$ cat src/include/pei_cfg.svh
// Constants for the port event and interrupt block: register indices,
// summary bit positions, reset values and bus answers.
// Assumes an 8-bit AXI4-Lite byte address, one 32-bit word per register.
//
// Overview of operation
// Summary bit 0 is set while any port switch-change flag is set.
// Summary bit 1 is set while any power-good change flag is set.
// Summary bit 2 is set while any overload-timeout fault flag is set.
// Summary bit 3 is set while any signature-detection-done flag is set.
// Summary bit 4 is set while any classification-done flag is set.
// Summary bit 5 is set while any unplug-timeout fault flag is set.
// Summary bit 6 is set while any start-up or limit event flag is set.
// Summary bit 7 is set while any supply event flag is set.
// Writable mask, same layout as summary; only unmasked groups pull the pin low.
// Power event bits 3:0 flag per-port switch on or off.
// Power event bits 7:4 flag per-port power-good state change.
// Power events have a clear-on-read view; reading it clears both views.
// Signature event bits 3:0 flag per-port signature detection complete.
// Signature event bits 7:4 flag per-port classification complete.
// Signature events have a clear-on-read view; reading it clears both views.
// Fault bits 3:0 flag per-port shutoff after overload beyond its time limit.
// Fault bits 7:4 flag per-port unplug timeout after current drops.
// Fault events have a clear-on-read view; reading it clears both views.
// Start-up bits 3:0 flag inrush shutoffs, bits 7:4 limit timeout shutoffs.
// Supply bit 7 over-temperature, bit 5 logic undervoltage, bit 4 HV undervoltage.
// Flags stay set until their clear-on-read view is read; same-cycle events kept.
// Interrupt pin low while summary AND mask is non-zero, released otherwise.
`ifndef PEI_CFG_SVH
`define PEI_CFG_SVH

`define PEI_ADDR_W 8
`define PEI_IDX_SUMMARY 6'h00
`define PEI_IDX_MASK 6'h01
`define PEI_IDX_PWR 6'h02
`define PEI_IDX_PWR_COR 6'h03
`define PEI_IDX_SIG 6'h04
`define PEI_IDX_SIG_COR 6'h05
`define PEI_IDX_FLT 6'h06
`define PEI_IDX_FLT_COR 6'h07
`define PEI_IDX_START 6'h08
`define PEI_IDX_START_COR 6'h09
`define PEI_IDX_SUP 6'h0a
`define PEI_IDX_SUP_COR 6'h0b
`define PEI_IDX_LAST 6'h0b

`define PEI_SUM_PWR_SW 0
`define PEI_SUM_PWR_GOOD 1
`define PEI_SUM_OVERLOAD 2
`define PEI_SUM_SIG 3
`define PEI_SUM_CLASS 4
`define PEI_SUM_UNPLUG 5
`define PEI_SUM_START 6
`define PEI_SUM_SUPPLY 7

`define PEI_SUP_TEMP 7
`define PEI_SUP_UV_VDD 5
`define PEI_SUP_UV_VEE 4

`define PEI_MASK_RST 8'h00
`define PEI_FLAG_RST 1'h0
`define PEI_RESP_OKAY 2'h0
`define PEI_RESP_SLVERR 2'h2

`endif

$ cat src/include/pei_pkg.sv
// Types shared by the event and interrupt block.
// Assumes nothing beyond the constants header.
package pei_pkg;

	// One byte per event register, supply byte highest
	typedef struct packed {
		logic [7:0] supply;
		logic [7:0] startup;
		logic [7:0] fault;
		logic [7:0] sigclass;
		logic [7:0] power;
	} pei_evt_t;

	typedef enum logic [1:0] {
		PEI_W_IDLE = 2'h1,
		PEI_W_RESP = 2'h2
	} pei_wstate_t;

	typedef enum logic [1:0] {
		PEI_R_IDLE = 2'h1,
		PEI_R_DATA = 2'h2
	} pei_rstate_t;

endpackage

$ cat src/rtl/pei_event_top.sv
// Event flags, group summary, interrupt mask and interrupt pin of a
// four-port power-sourcing controller, reached over AXI4-Lite.
// Assumes raw event lines are asynchronous levels whose rising edge
// marks one event; the pin is open drain with a pull-up outside.
//
// The AXI4-Lite slave port is this design's own decision.
`timescale 1ns/10ps
`default_nettype none
`include "pei_cfg.svh"
module pei_event_top
	import pei_pkg::*;
(
	input wire logic CORE_CLK,
	input wire logic NRST,
	input wire logic [7:0] AWADDR,
	input wire logic [2:0] AWPROT,
	input wire logic AWVALID,
	output logic AWREADY,
	input wire logic [31:0] WDATA,
	input wire logic [3:0] WSTRB,
	input wire logic WVALID,
	output logic WREADY,
	output logic [1:0] BRESP,
	output logic BVALID,
	input wire logic BREADY,
	input wire logic [7:0] ARADDR,
	input wire logic [2:0] ARPROT,
	input wire logic ARVALID,
	output logic ARREADY,
	output logic [31:0] RDATA,
	output logic [1:0] RRESP,
	output logic RVALID,
	input wire logic RREADY,
	input wire logic [3:0] EVT_PWR_SWITCH,
	input wire logic [3:0] EVT_PWR_GOOD,
	input wire logic [3:0] EVT_SIG_DONE,
	input wire logic [3:0] EVT_CLASS_DONE,
	input wire logic [3:0] EVT_OVERLOAD,
	input wire logic [3:0] EVT_UNPLUG,
	input wire logic [3:0] EVT_INRUSH,
	input wire logic [3:0] EVT_LIMIT,
	input wire logic EVT_OVERTEMP,
	input wire logic EVT_VDD_UV,
	input wire logic EVT_VEE_UV,
	output logic IRQ_N,
	output logic IRQ_N_OE
);
	pei_evt_t raw;
	pei_evt_t rise;
	pei_evt_t flags;
	pei_evt_t clr;
	logic [7:0] summary;
	logic [7:0] mask_q;
	logic irq_n_q;
	logic irq_oe_q;

	pei_wstate_t wstate_q;
	logic awready_q;
	logic wready_q;
	logic aw_got_q;
	logic w_got_q;
	logic [7:0] awaddr_q;
	logic [31:0] wdata_q;
	logic [3:0] wstrb_q;
	logic bvalid_q;
	logic [1:0] bresp_q;
	logic wr_fire;
	logic [5:0] wr_idx;

	pei_rstate_t rstate_q;
	logic arready_q;
	logic rvalid_q;
	logic [31:0] rdata_q;
	logic [1:0] rresp_q;
	logic rd_take;
	logic [5:0] rd_idx;
	logic cor_pwr;
	logic cor_sig;
	logic cor_flt;
	logic cor_start;
	logic cor_sup;

	// Raw event lines gathered by register byte
	always_comb begin
		raw = '0;
		// switch events
		raw.power[3:0] = EVT_PWR_SWITCH;
		// power-good changes
		raw.power[7:4] = EVT_PWR_GOOD;
		// signature done
		raw.sigclass[3:0] = EVT_SIG_DONE;
		// class done
		raw.sigclass[7:4] = EVT_CLASS_DONE;
		// overload shutoffs
		raw.fault[3:0] = EVT_OVERLOAD;
		// unplug timeouts
		raw.fault[7:4] = EVT_UNPLUG;
		// inrush and limit
		raw.startup[3:0] = EVT_INRUSH;
		raw.startup[7:4] = EVT_LIMIT;
		// supply bits, reserved zero
		raw.supply[`PEI_SUP_TEMP] = EVT_OVERTEMP;
		raw.supply[`PEI_SUP_UV_VDD] = EVT_VDD_UV;
		raw.supply[`PEI_SUP_UV_VEE] = EVT_VEE_UV;
	end

	pei_evt_sync #(
		.W($bits(pei_evt_t))
	) u_sync (
		.clk(CORE_CLK),
		.rst_n(NRST),
		.lvl(raw),
		.rise(rise)
	);

	pei_flag_bank #(
		.W($bits(pei_evt_t))
	) u_flags (
		.clk(CORE_CLK),
		.rst_n(NRST),
		.set(rise),
		.clr(clr),
		.flags(flags)
	);

	// Clear pulses come from the read address handshake
	assign rd_take = ARVALID & arready_q;
	assign rd_idx = ARADDR[7:2];
	// power view clear
	assign cor_pwr = rd_take & (rd_idx == `PEI_IDX_PWR_COR);
	// signature view clear
	assign cor_sig = rd_take & (rd_idx == `PEI_IDX_SIG_COR);
	// fault view clear
	assign cor_flt = rd_take & (rd_idx == `PEI_IDX_FLT_COR);
	assign cor_start = rd_take & (rd_idx == `PEI_IDX_START_COR);
	assign cor_sup = rd_take & (rd_idx == `PEI_IDX_SUP_COR);

	always_comb begin
		clr.power = {8{cor_pwr}};
		clr.sigclass = {8{cor_sig}};
		clr.fault = {8{cor_flt}};
		clr.startup = {8{cor_start}};
		clr.supply = {8{cor_sup}};
	end

	always_comb begin
		summary = 8'h00;
		// switch group
		summary[`PEI_SUM_PWR_SW] = |flags.power[3:0];
		// power-good group
		summary[`PEI_SUM_PWR_GOOD] = |flags.power[7:4];
		// low fault nibble
		summary[`PEI_SUM_OVERLOAD] = |flags.fault[3:0];
		// signature group
		summary[`PEI_SUM_SIG] = |flags.sigclass[3:0];
		// class group
		summary[`PEI_SUM_CLASS] = |flags.sigclass[7:4];
		// high fault nibble
		summary[`PEI_SUM_UNPLUG] = |flags.fault[7:4];
		// start-up group
		summary[`PEI_SUM_START] = |flags.startup;
		// supply group
		summary[`PEI_SUM_SUPPLY] = |flags.supply;
	end

	// pin follows masked summary
	always_ff @(posedge CORE_CLK) begin
		if (!NRST) begin
			irq_n_q <= 1'b1;
			irq_oe_q <= 1'b0;
		end else begin
			irq_n_q <= ~|(summary & mask_q);
			irq_oe_q <= |(summary & mask_q);
		end
	end

	function automatic logic [7:0] reg_read(input logic [5:0] idx, input pei_evt_t f,
		input logic [7:0] sum, input logic [7:0] msk);
		logic [7:0] v;
		v = 8'h00;
		case (idx)
			`PEI_IDX_SUMMARY: v = sum;
			`PEI_IDX_MASK: v = msk;
			`PEI_IDX_PWR, `PEI_IDX_PWR_COR: v = f.power;
			`PEI_IDX_SIG, `PEI_IDX_SIG_COR: v = f.sigclass;
			`PEI_IDX_FLT, `PEI_IDX_FLT_COR: v = f.fault;
			`PEI_IDX_START, `PEI_IDX_START_COR: v = f.startup;
			`PEI_IDX_SUP, `PEI_IDX_SUP_COR: v = f.supply;
			default: v = 8'h00;
		endcase
		return v;
	endfunction

	// Write path: address and data in either order
	assign wr_fire = (wstate_q == PEI_W_IDLE) & aw_got_q & w_got_q;
	assign wr_idx = awaddr_q[7:2];

	always_ff @(posedge CORE_CLK) begin
		if (!NRST) begin
			awready_q <= 1'b0;
		end else if (AWVALID && awready_q) begin
			awready_q <= 1'b0;
		end else if (wstate_q == PEI_W_IDLE && !aw_got_q) begin
			awready_q <= 1'b1;
		end
	end

	always_ff @(posedge CORE_CLK) begin
		if (!NRST) begin
			aw_got_q <= 1'b0;
			awaddr_q <= 8'h00;
		end else if (AWVALID && awready_q) begin
			aw_got_q <= 1'b1;
			awaddr_q <= AWADDR;
		end else if (wr_fire) begin
			aw_got_q <= 1'b0;
		end
	end

	always_ff @(posedge CORE_CLK) begin
		if (!NRST) begin
			wready_q <= 1'b0;
		end else if (WVALID && wready_q) begin
			wready_q <= 1'b0;
		end else if (wstate_q == PEI_W_IDLE && !w_got_q) begin
			wready_q <= 1'b1;
		end
	end

	always_ff @(posedge CORE_CLK) begin
		if (!NRST) begin
			w_got_q <= 1'b0;
			wdata_q <= 32'h0000_0000;
			wstrb_q <= 4'h0;
		end else if (WVALID && wready_q) begin
			w_got_q <= 1'b1;
			wdata_q <= WDATA;
			wstrb_q <= WSTRB;
		end else if (wr_fire) begin
			w_got_q <= 1'b0;
		end
	end

	// only the mask is writable
	always_ff @(posedge CORE_CLK) begin
		if (!NRST) begin
			mask_q <= `PEI_MASK_RST;
		end else if (wr_fire && wr_idx == `PEI_IDX_MASK && wstrb_q[0]) begin
			mask_q <= wdata_q[7:0];
		end
	end

	always_ff @(posedge CORE_CLK) begin
		if (!NRST) begin
			wstate_q <= PEI_W_IDLE;
		end else begin
			case (wstate_q)
				PEI_W_IDLE: begin
					if (wr_fire) begin
						wstate_q <= PEI_W_RESP;
					end
				end
				PEI_W_RESP: begin
					if (BREADY) begin
						wstate_q <= PEI_W_IDLE;
					end
				end
				default: wstate_q <= PEI_W_IDLE;
			endcase
		end
	end

	// Writes to read-only words are dropped with OKAY
	always_ff @(posedge CORE_CLK) begin
		if (!NRST) begin
			bvalid_q <= 1'b0;
			bresp_q <= `PEI_RESP_OKAY;
		end else if (wr_fire) begin
			bvalid_q <= 1'b1;
			if (wr_idx > `PEI_IDX_LAST) begin
				bresp_q <= `PEI_RESP_SLVERR;
			end else begin
				bresp_q <= `PEI_RESP_OKAY;
			end
		end else if (wstate_q == PEI_W_RESP && BREADY) begin
			bvalid_q <= 1'b0;
		end
	end

	// Read path: one read in flight
	always_ff @(posedge CORE_CLK) begin
		if (!NRST) begin
			arready_q <= 1'b0;
		end else if (rd_take) begin
			arready_q <= 1'b0;
		end else if (rstate_q == PEI_R_IDLE) begin
			arready_q <= 1'b1;
		end
	end

	always_ff @(posedge CORE_CLK) begin
		if (!NRST) begin
			rstate_q <= PEI_R_IDLE;
		end else begin
			case (rstate_q)
				PEI_R_IDLE: begin
					if (rd_take) begin
						rstate_q <= PEI_R_DATA;
					end
				end
				PEI_R_DATA: begin
					if (RREADY) begin
						rstate_q <= PEI_R_IDLE;
					end
				end
				default: rstate_q <= PEI_R_IDLE;
			endcase
		end
	end

	// Data sampled before the clear lands, so the read sees the flags
	always_ff @(posedge CORE_CLK) begin
		if (!NRST) begin
			rvalid_q <= 1'b0;
			rdata_q <= 32'h0000_0000;
			rresp_q <= `PEI_RESP_OKAY;
		end else if (rd_take) begin
			rvalid_q <= 1'b1;
			rdata_q <= {24'h00_0000, reg_read(rd_idx, flags, summary, mask_q)};
			if (rd_idx > `PEI_IDX_LAST) begin
				rresp_q <= `PEI_RESP_SLVERR;
			end else begin
				rresp_q <= `PEI_RESP_OKAY;
			end
		end else if (rstate_q == PEI_R_DATA && RREADY) begin
			rvalid_q <= 1'b0;
		end
	end

	assign AWREADY = awready_q;
	assign WREADY = wready_q;
	assign BVALID = bvalid_q;
	assign BRESP = bresp_q;
	assign ARREADY = arready_q;
	assign RVALID = rvalid_q;
	assign RDATA = rdata_q;
	assign RRESP = rresp_q;
	assign IRQ_N = irq_n_q;
	assign IRQ_N_OE = irq_oe_q;
endmodule
`default_nettype wire

$ cat src/rtl/pei_evt_sync.sv
// Brings raw event levels from the analogue side into the core clock
// and turns each rising level into a one-cycle pulse.
`timescale 1ns/10ps
`default_nettype none
module pei_evt_sync #(
	parameter int unsigned W = 40
) (
	input wire logic clk,
	input wire logic rst_n,
	input wire logic [W-1:0] lvl,
	output logic [W-1:0] rise
);
	logic [W-1:0] s1_q;
	logic [W-1:0] s2_q;
	logic [W-1:0] s3_q;

	genvar i;
	generate
		for (i = 0; i < W; i++) begin : g_bit
			always_ff @(posedge clk) begin
				if (!rst_n) begin
					s1_q[i] <= 1'b0;
					s2_q[i] <= 1'b0;
					s3_q[i] <= 1'b0;
				end else begin
					s1_q[i] <= lvl[i];
					s2_q[i] <= s1_q[i];
					s3_q[i] <= s2_q[i];
				end
			end
			// Edge taken after the second stage only
			assign rise[i] = s2_q[i] & ~s3_q[i];
		end
	endgenerate
endmodule
`default_nettype wire

$ cat src/rtl/pei_flag_bank.sv
// Sticky event flags: a set pulse holds the flag until a clear.
// Assumes set and clear come from logic on the same clock.
`timescale 1ns/10ps
`default_nettype none
`include "pei_cfg.svh"
module pei_flag_bank #(
	parameter int unsigned W = 40
) (
	input wire logic clk,
	input wire logic rst_n,
	input wire logic [W-1:0] set,
	input wire logic [W-1:0] clr,
	output logic [W-1:0] flags
);
	genvar i;
	generate
		for (i = 0; i < W; i++) begin : g_flag
			// set beats clear
			always_ff @(posedge clk) begin
				if (!rst_n) begin
					flags[i] <= `PEI_FLAG_RST;
				end else begin
					flags[i] <= set[i] | (flags[i] & ~clr[i]);
				end
			end
		end
	endgenerate
endmodule
`default_nettype wire

$ cat config.mk
export PLATFORM = sky130hd
export DESIGN_NAME = pei_event_top
export DESIGN_NICKNAME = d
export VERILOG_FILES = /design/src/include/pei_pkg.sv /design/src/rtl/pei_event_top.sv /design/src/rtl/pei_evt_sync.sv /design/src/rtl/pei_flag_bank.sv
export VERILOG_INCLUDE_DIRS = /design/src /design/src/include
export SDC_FILE = /design/constraint.sdc
export NUM_CORES = 1
export LEC_CHECK = 0
export BUFFER_PORTS_ARGS = -buffer_cell sky130_fd_sc_hd__buf_2
export CORE_UTILIZATION = 55
export CTS_CLUSTER_DIAMETER = 50
export CTS_CLUSTER_SIZE = 24
export DETAILED_ROUTE_END_ITERATION = 6
export PLACE_DENSITY = 0.77
export SLEW_MARGIN = 20
export SYNTH_ARGS = -nofsm -noshare
export SYNTH_HDL_FRONTEND = slang
export SYNTH_HIERARCHICAL = 1
export SYNTH_SLANG_ARGS = --single-unit
$ cat constraint.sdc
create_clock -name CORE_CLK -period 2.4 [get_ports CORE_CLK]
set_input_delay 0.48 -clock CORE_CLK [delete_from_list [all_inputs] [get_ports CORE_CLK]]
set_output_delay 0.48 -clock CORE_CLK [all_outputs]
set_load 0.02 [all_outputs]
* Word level (Yosys, flattened, before mapping) *
Index checks and enable logic that the tools add are counted.

cells by class
  div/mod/pow operators = 0
  add/sub/neg operators = 0
  mux-type cells = 16
  eq/ne operators = 20
  order comparisons = 2
  reductions and logical operators = 35
  shift-type cells = 0
  bitwise logic cells = 160
  $mul = 0

operators by type and width
  operator            number
  $and 1x1->1         83
  $pmux 8 s7          1
  $not 1->1           41
  $or 1x1->1          35
  $eq 6x3->1 const B  4
  $eq 6x4->1 const B  4
  $reduce_or 4->1     6
  $reduce_or 8->1     3
  $reduce_or 2->1     8
  $eq 6x1->1 const B  2
  $eq 6x2->1 const B  2
  $gt 6x4->1 const B  2
  $mux 2              6
  $and 8x8->8         1
  $logic_and 1x1->1   8
  $ne 2x2->1 const B  4
  $pmux 2 s2          2
  $reduce_bool 2->1   4
  $mux 1              7
  $logic_not 6->1     1
  $eq 2x1->1 const B  2
  $eq 2x2->1 const B  2
  $reduce_and 2->1    2
  $logic_not 1->1     3

storage, ports and cells
  ROM bits = 0
  RAM bits = 0
  memories = 0
  latch bits = 0
  logic and storage cells = 396
  input bits = 100
  bits in registers = 195
  output and inout port bits = 43

* Depth between registers and ports, before layout *
  depth in word-level cells = 5
  mapped depth = 6
  depth with buffers taken out = 4

* Hierarchy *
The synthesis kept the hierarchy.

modules (own cells, without submodules)
  module         cells each  times used  sequential area each (um^2)  area each (um^2)
  pei_evt_sync   293         1           2402.3                       3474.6
  pei_event_top  302         1           920.9                        2498.6
  pei_flag_bank  124         1           800.8                        1396.3

* Least setup slack after synthesis *
No wires, ideal clock.

  kind = input port to flip-flop
  start point = input ARADDR[7]
  end point = register u_flags.flags[24]
  data required time = 2.285 ns
  stages = 5
  slack = 0.406 ns
  buffers on the path = 1
  library setup time = 0.115 ns
  arrival time = 1.879 ns
  cell sequence = or4b_1 -> buf_2 -> nor3_1 -> nor2b_1 -> o21a_1

on the way
  longest elaborated chain between the ends = 5

ends and longest elaborated chain
  element                         line                  source
  start: declaration              pei_event_top.sv:26   input wire logic [7:0] ARADDR,
  $eq 6x4->1                      n/a
  $and 1x1->1                     pei_event_top.sv:135  assign cor_start = rd_take & (rd_idx == `PEI_IDX_START_COR);
  net cor_start                   pei_event_top.sv:80   logic cor_start;
  $not 1->1                       pei_flag_bank.sv:23   flags[i] <= set[i] | (flags[i] & ~clr[i]);
  $and 1x1->1                     pei_flag_bank.sv:23
  $or 1x1->1                      pei_flag_bank.sv:23
  end signal: indexed assignment  pei_flag_bank.sv:21   flags[i] <= `PEI_FLAG_RST;
  end signal: indexed assignment  pei_flag_bank.sv:23
  end: declaration                pei_flag_bank.sv:13   output logic [W-1:0] flags

The timed path passes the listed nets, and every way through them passes these cells.
A chain may end at the register's enable or synchronous reset.

* Worst setup path in the final report *
  start point = register arready_q (netlist: ARREADY)
  end point = register rdata_q[7] (netlist: RDATA[7])

on the way
  longest elaborated chain between the ends = 1

ends and longest elaborated chain
  element                   line                  source
  start: declaration        pei_event_top.sv:71   logic arready_q;
  start signal: assignment  pei_event_top.sv:293  arready_q <= 1'b0;
  start signal: assignment  pei_event_top.sv:295  arready_q <= 1'b0;
  start signal: assignment  pei_event_top.sv:297  arready_q <= 1'b1;
  $and 1x1->1               pei_event_top.sv:127  assign rd_take = ARVALID & arready_q;
  end signal: assignment    pei_event_top.sv:329  rdata_q <= {24'h00_0000, reg_read(rd_idx, flags, summary, mask_q)};
  end: declaration          pei_event_top.sv:73   logic [31:0] rdata_q;

Every way passes these cells.

==> impl_results.md <==
* Pre-antenna DRT Iters at 4
* Placer congestion estimate at slightly above 0.8
* Layout cells sized above 1 at ~15%
* Largest net degree at the start of global routing at between 100 and 150
* Skew final at roughly 0.012 ns
* Grt ovf at 0
* Die area at 13900 sq um
* Max Fanout on Critical Path at 8
* Most used DFF post-synth: dfxtp_1
* Mapped Cells at a little over 700
* Routed WL per cell at approximately 13 microns
* Drt drc at 0
* Row count at between 40 and 50
* Post-layout util at between 60% and 70%
* Tightest Pin Transition at 0.650 ns
* IO buf count at slightly below 80
* Vias in the first global route at ~4600
* # setup viols final at 0
* Most frequent cell after synthesis: dfxtp_1
* Area of the core at ~13000 sq um
* Distinct cells, synth at between 40 and 50
* Antenna violations before repair at 0
* Final min period at ~1.9 ns
* Top-area cell type share of the netlist area at around 56%
* Final hold slack at a little over 0.2 ns
* Sequential element share of the synthesized area at between 50 and 60%
* Fraction of registers with async set or reset after synthesis at 0%
* Root buffer cell: clkbuf_16
* Status: finished, final reports clean
* Hold-fix buffers, CTS at 0
* Slew HR at a little under three fifths
* Pwr dens at between 700 and 800 nW/um^2
* Register bit total from synthesis at approximately 210
* Post-synthesis cell area at 7370 sq um
* Post-synth top cells: dfxtp_1 (206), and2_1 (123), nor2b_1 (82)
* Crit path DAT at between 2 and 2.5 ns
* # clock sinks at about 210
* IO Count at around 140
* Antenna violation net count after detailed routing at 0
* Global-route wire length before repair at approximately 22 mm
* GRT Overall Usage at about a fifth
* Fin crit share at 78.8%
* Synth Warn # at 6
* Post-Syn Area per Cell at approximately 10 sq um
* Latest clock arrival within the worst-skew pair at ~0.47 ns
* Critical Path RT at ~2.8 ns
* Top cells by area, synth: dfxtp_1 (56%), and2_1 (10%), nor2b_1 (7.0%)
* Postcts setup bufs at 0
* Die height at about 120 microns
* Leading area contributor after synthesis: dfxtp_1
* Power Total at 6.53 mW
* Final-stage net count at ~900
* Final cell count without fillers at around 980
* Fmax at about 530 MHz
* Final Hold Viols at 0
* Placed cells at 952
* Post-synth EDFFs at 0
* Post-CTS sizing at 0
* # H-tree levels at 1
* Starting Density at a little under three fifths
* Via density at a little under 5
* Routed Wire Length at 13.1 mm
* DR vias at ~4800
* Setup TNS at 0 ns
* Unrepaired setup endpoints after global routing: no
* Setup CP Type: reg2reg
* Area growth from synthesis to layout at 12.5%
* LEAKAGE at between 3 and 4 nW
* Clock buffer depth at 3
* 1st-iter DRT viols at 268
* TritonCTS Buffers at 15
* Detail Placement HPWL at approximately 9.3 mm
* CP startpoint kind: flop
* Worst setup EP type: flop
* Die X at ~120 microns
* Max rail drop VDD at 0.778 mV
* TritonCTS clock tree: built
* ANT cells at 0
* Slew Viols, Final at 0
* Hold crit path type: in2reg
* Max-cap viol count at 0
* Clock-pin slew on the worst setup and hold paths at about 0.08 ns
## path summary, 6_finish.rpt
kind                                    end  cells past startpoint                 startpoint  slack [ns]
setup / recovery      RDATA[7]$_SDFFE_PN0P_                      4       ARREADY$_SDFFE_PP0P_        0.51
setup reg to reg      RDATA[7]$_SDFFE_PN0P_                      4       ARREADY$_SDFFE_PP0P_        0.51
hold reg to reg   u_sync/s2_q[1]$_SDFF_PN0_                      1  u_sync/s1_q[1]$_SDFF_PN0_        0.43
hold / removal    u_sync/s1_q[0]$_SDFF_PN0_                      2          EVT_PWR_SWITCH[0]        0.20
## stage by stage
step                      setup slack [ns]  area (sq um)
after floorplan                      0.406          7480
after CTS                            0.526          8290
after global routing                 0.344          8290
after global placement               0.283          7800
final                                0.510          8290
after detailed placement             0.245          7800
## registers in the layout, indices dropped and copies added, names as in the netlist
name           count
u_sync/s3_q       40
WREADY             1
RRESP              1
IRQ_N              1
wdata_q            8
RDATA              8
IRQ_N_OE           1
u_flags/flags     40
AWREADY            1
w_got_q            1
BRESP              1
aw_got_q           1
wstrb_q            1
wstate_q           2
ARREADY            1
RVALID             1
mask_q             8
u_sync/s2_q       40
rstate_q           2
u_sync/s1_q       40
BVALID             1
awaddr_q           6
## routing by layer
layer / global-route usage (%) / up-vias / part of all wire [%]
met4: 5.53 / 0 / 1.6
met3: 3.63 / 18 / 4.7
li1: - / 2492 / -
met1: 25.4 / 2195 / 48
met5: 0 / - / 0
met2: 31.6 / 126 / 46
## cell usage in the layout (no fill, tap or decap), drive strengths merged, types with 18 or more instances in the layout
cell   Yosys  final
and2     123    123
dfxtp    206    206
buf       45     88
o21a      42     42
nor2b     82     82
nor2      18     18
conb       1     31
mux2i     24     24
a21oi     26     26
nand2     38     38
## where the power goes
| group | internal [mW] | leakage, nW | switching (mW) |
|---|---|---|---|
| sequential | 3.56 | 1.69 | 0.0714 |
| combinational | 0.193 | 1.58 | 0.244 |
| clock | 1.22 | 0.237 | 1.24 |
| total | 4.98 | 3.51 | 1.56 |
## logic make-up (layout without fill, tap and decap cells)
| family | count (synthesis) | count (layout) | share of synthesized area, % |
|---|---|---|---|
| simple gates | 313 | 313 | 25.1 |
| flops | 206 | 206 | 56.0 |
| compound gates | 109 | 109 | 10.1 |
| buf+inv | 66 | 123 | 5.50 |
| mux | 24 | 24 | 3.26 |
| other cells | 1 | 31 | 0.0509 |
## critical path, cell delays in order, from the launching register on
cell and delay [ns]:
dfxtp_1 0.50, nand2_2 0.23, a2111oi_4 0.68, o2111ai_1 0.26
o211ai_1 0.15
## cell type report
cell class / instances / area [sq um]
clock buffers: 15 / 375
clock inverters: 11 / 115
fillers: 1060 / 4530
inverters: 9 / 33.8
multi-input cells: 477 / 2950
flip-flops and latches: 206 / 4120
well taps: 172 / 215
repair buffers: 88 / 478
(Power assumes the default switching activity.)
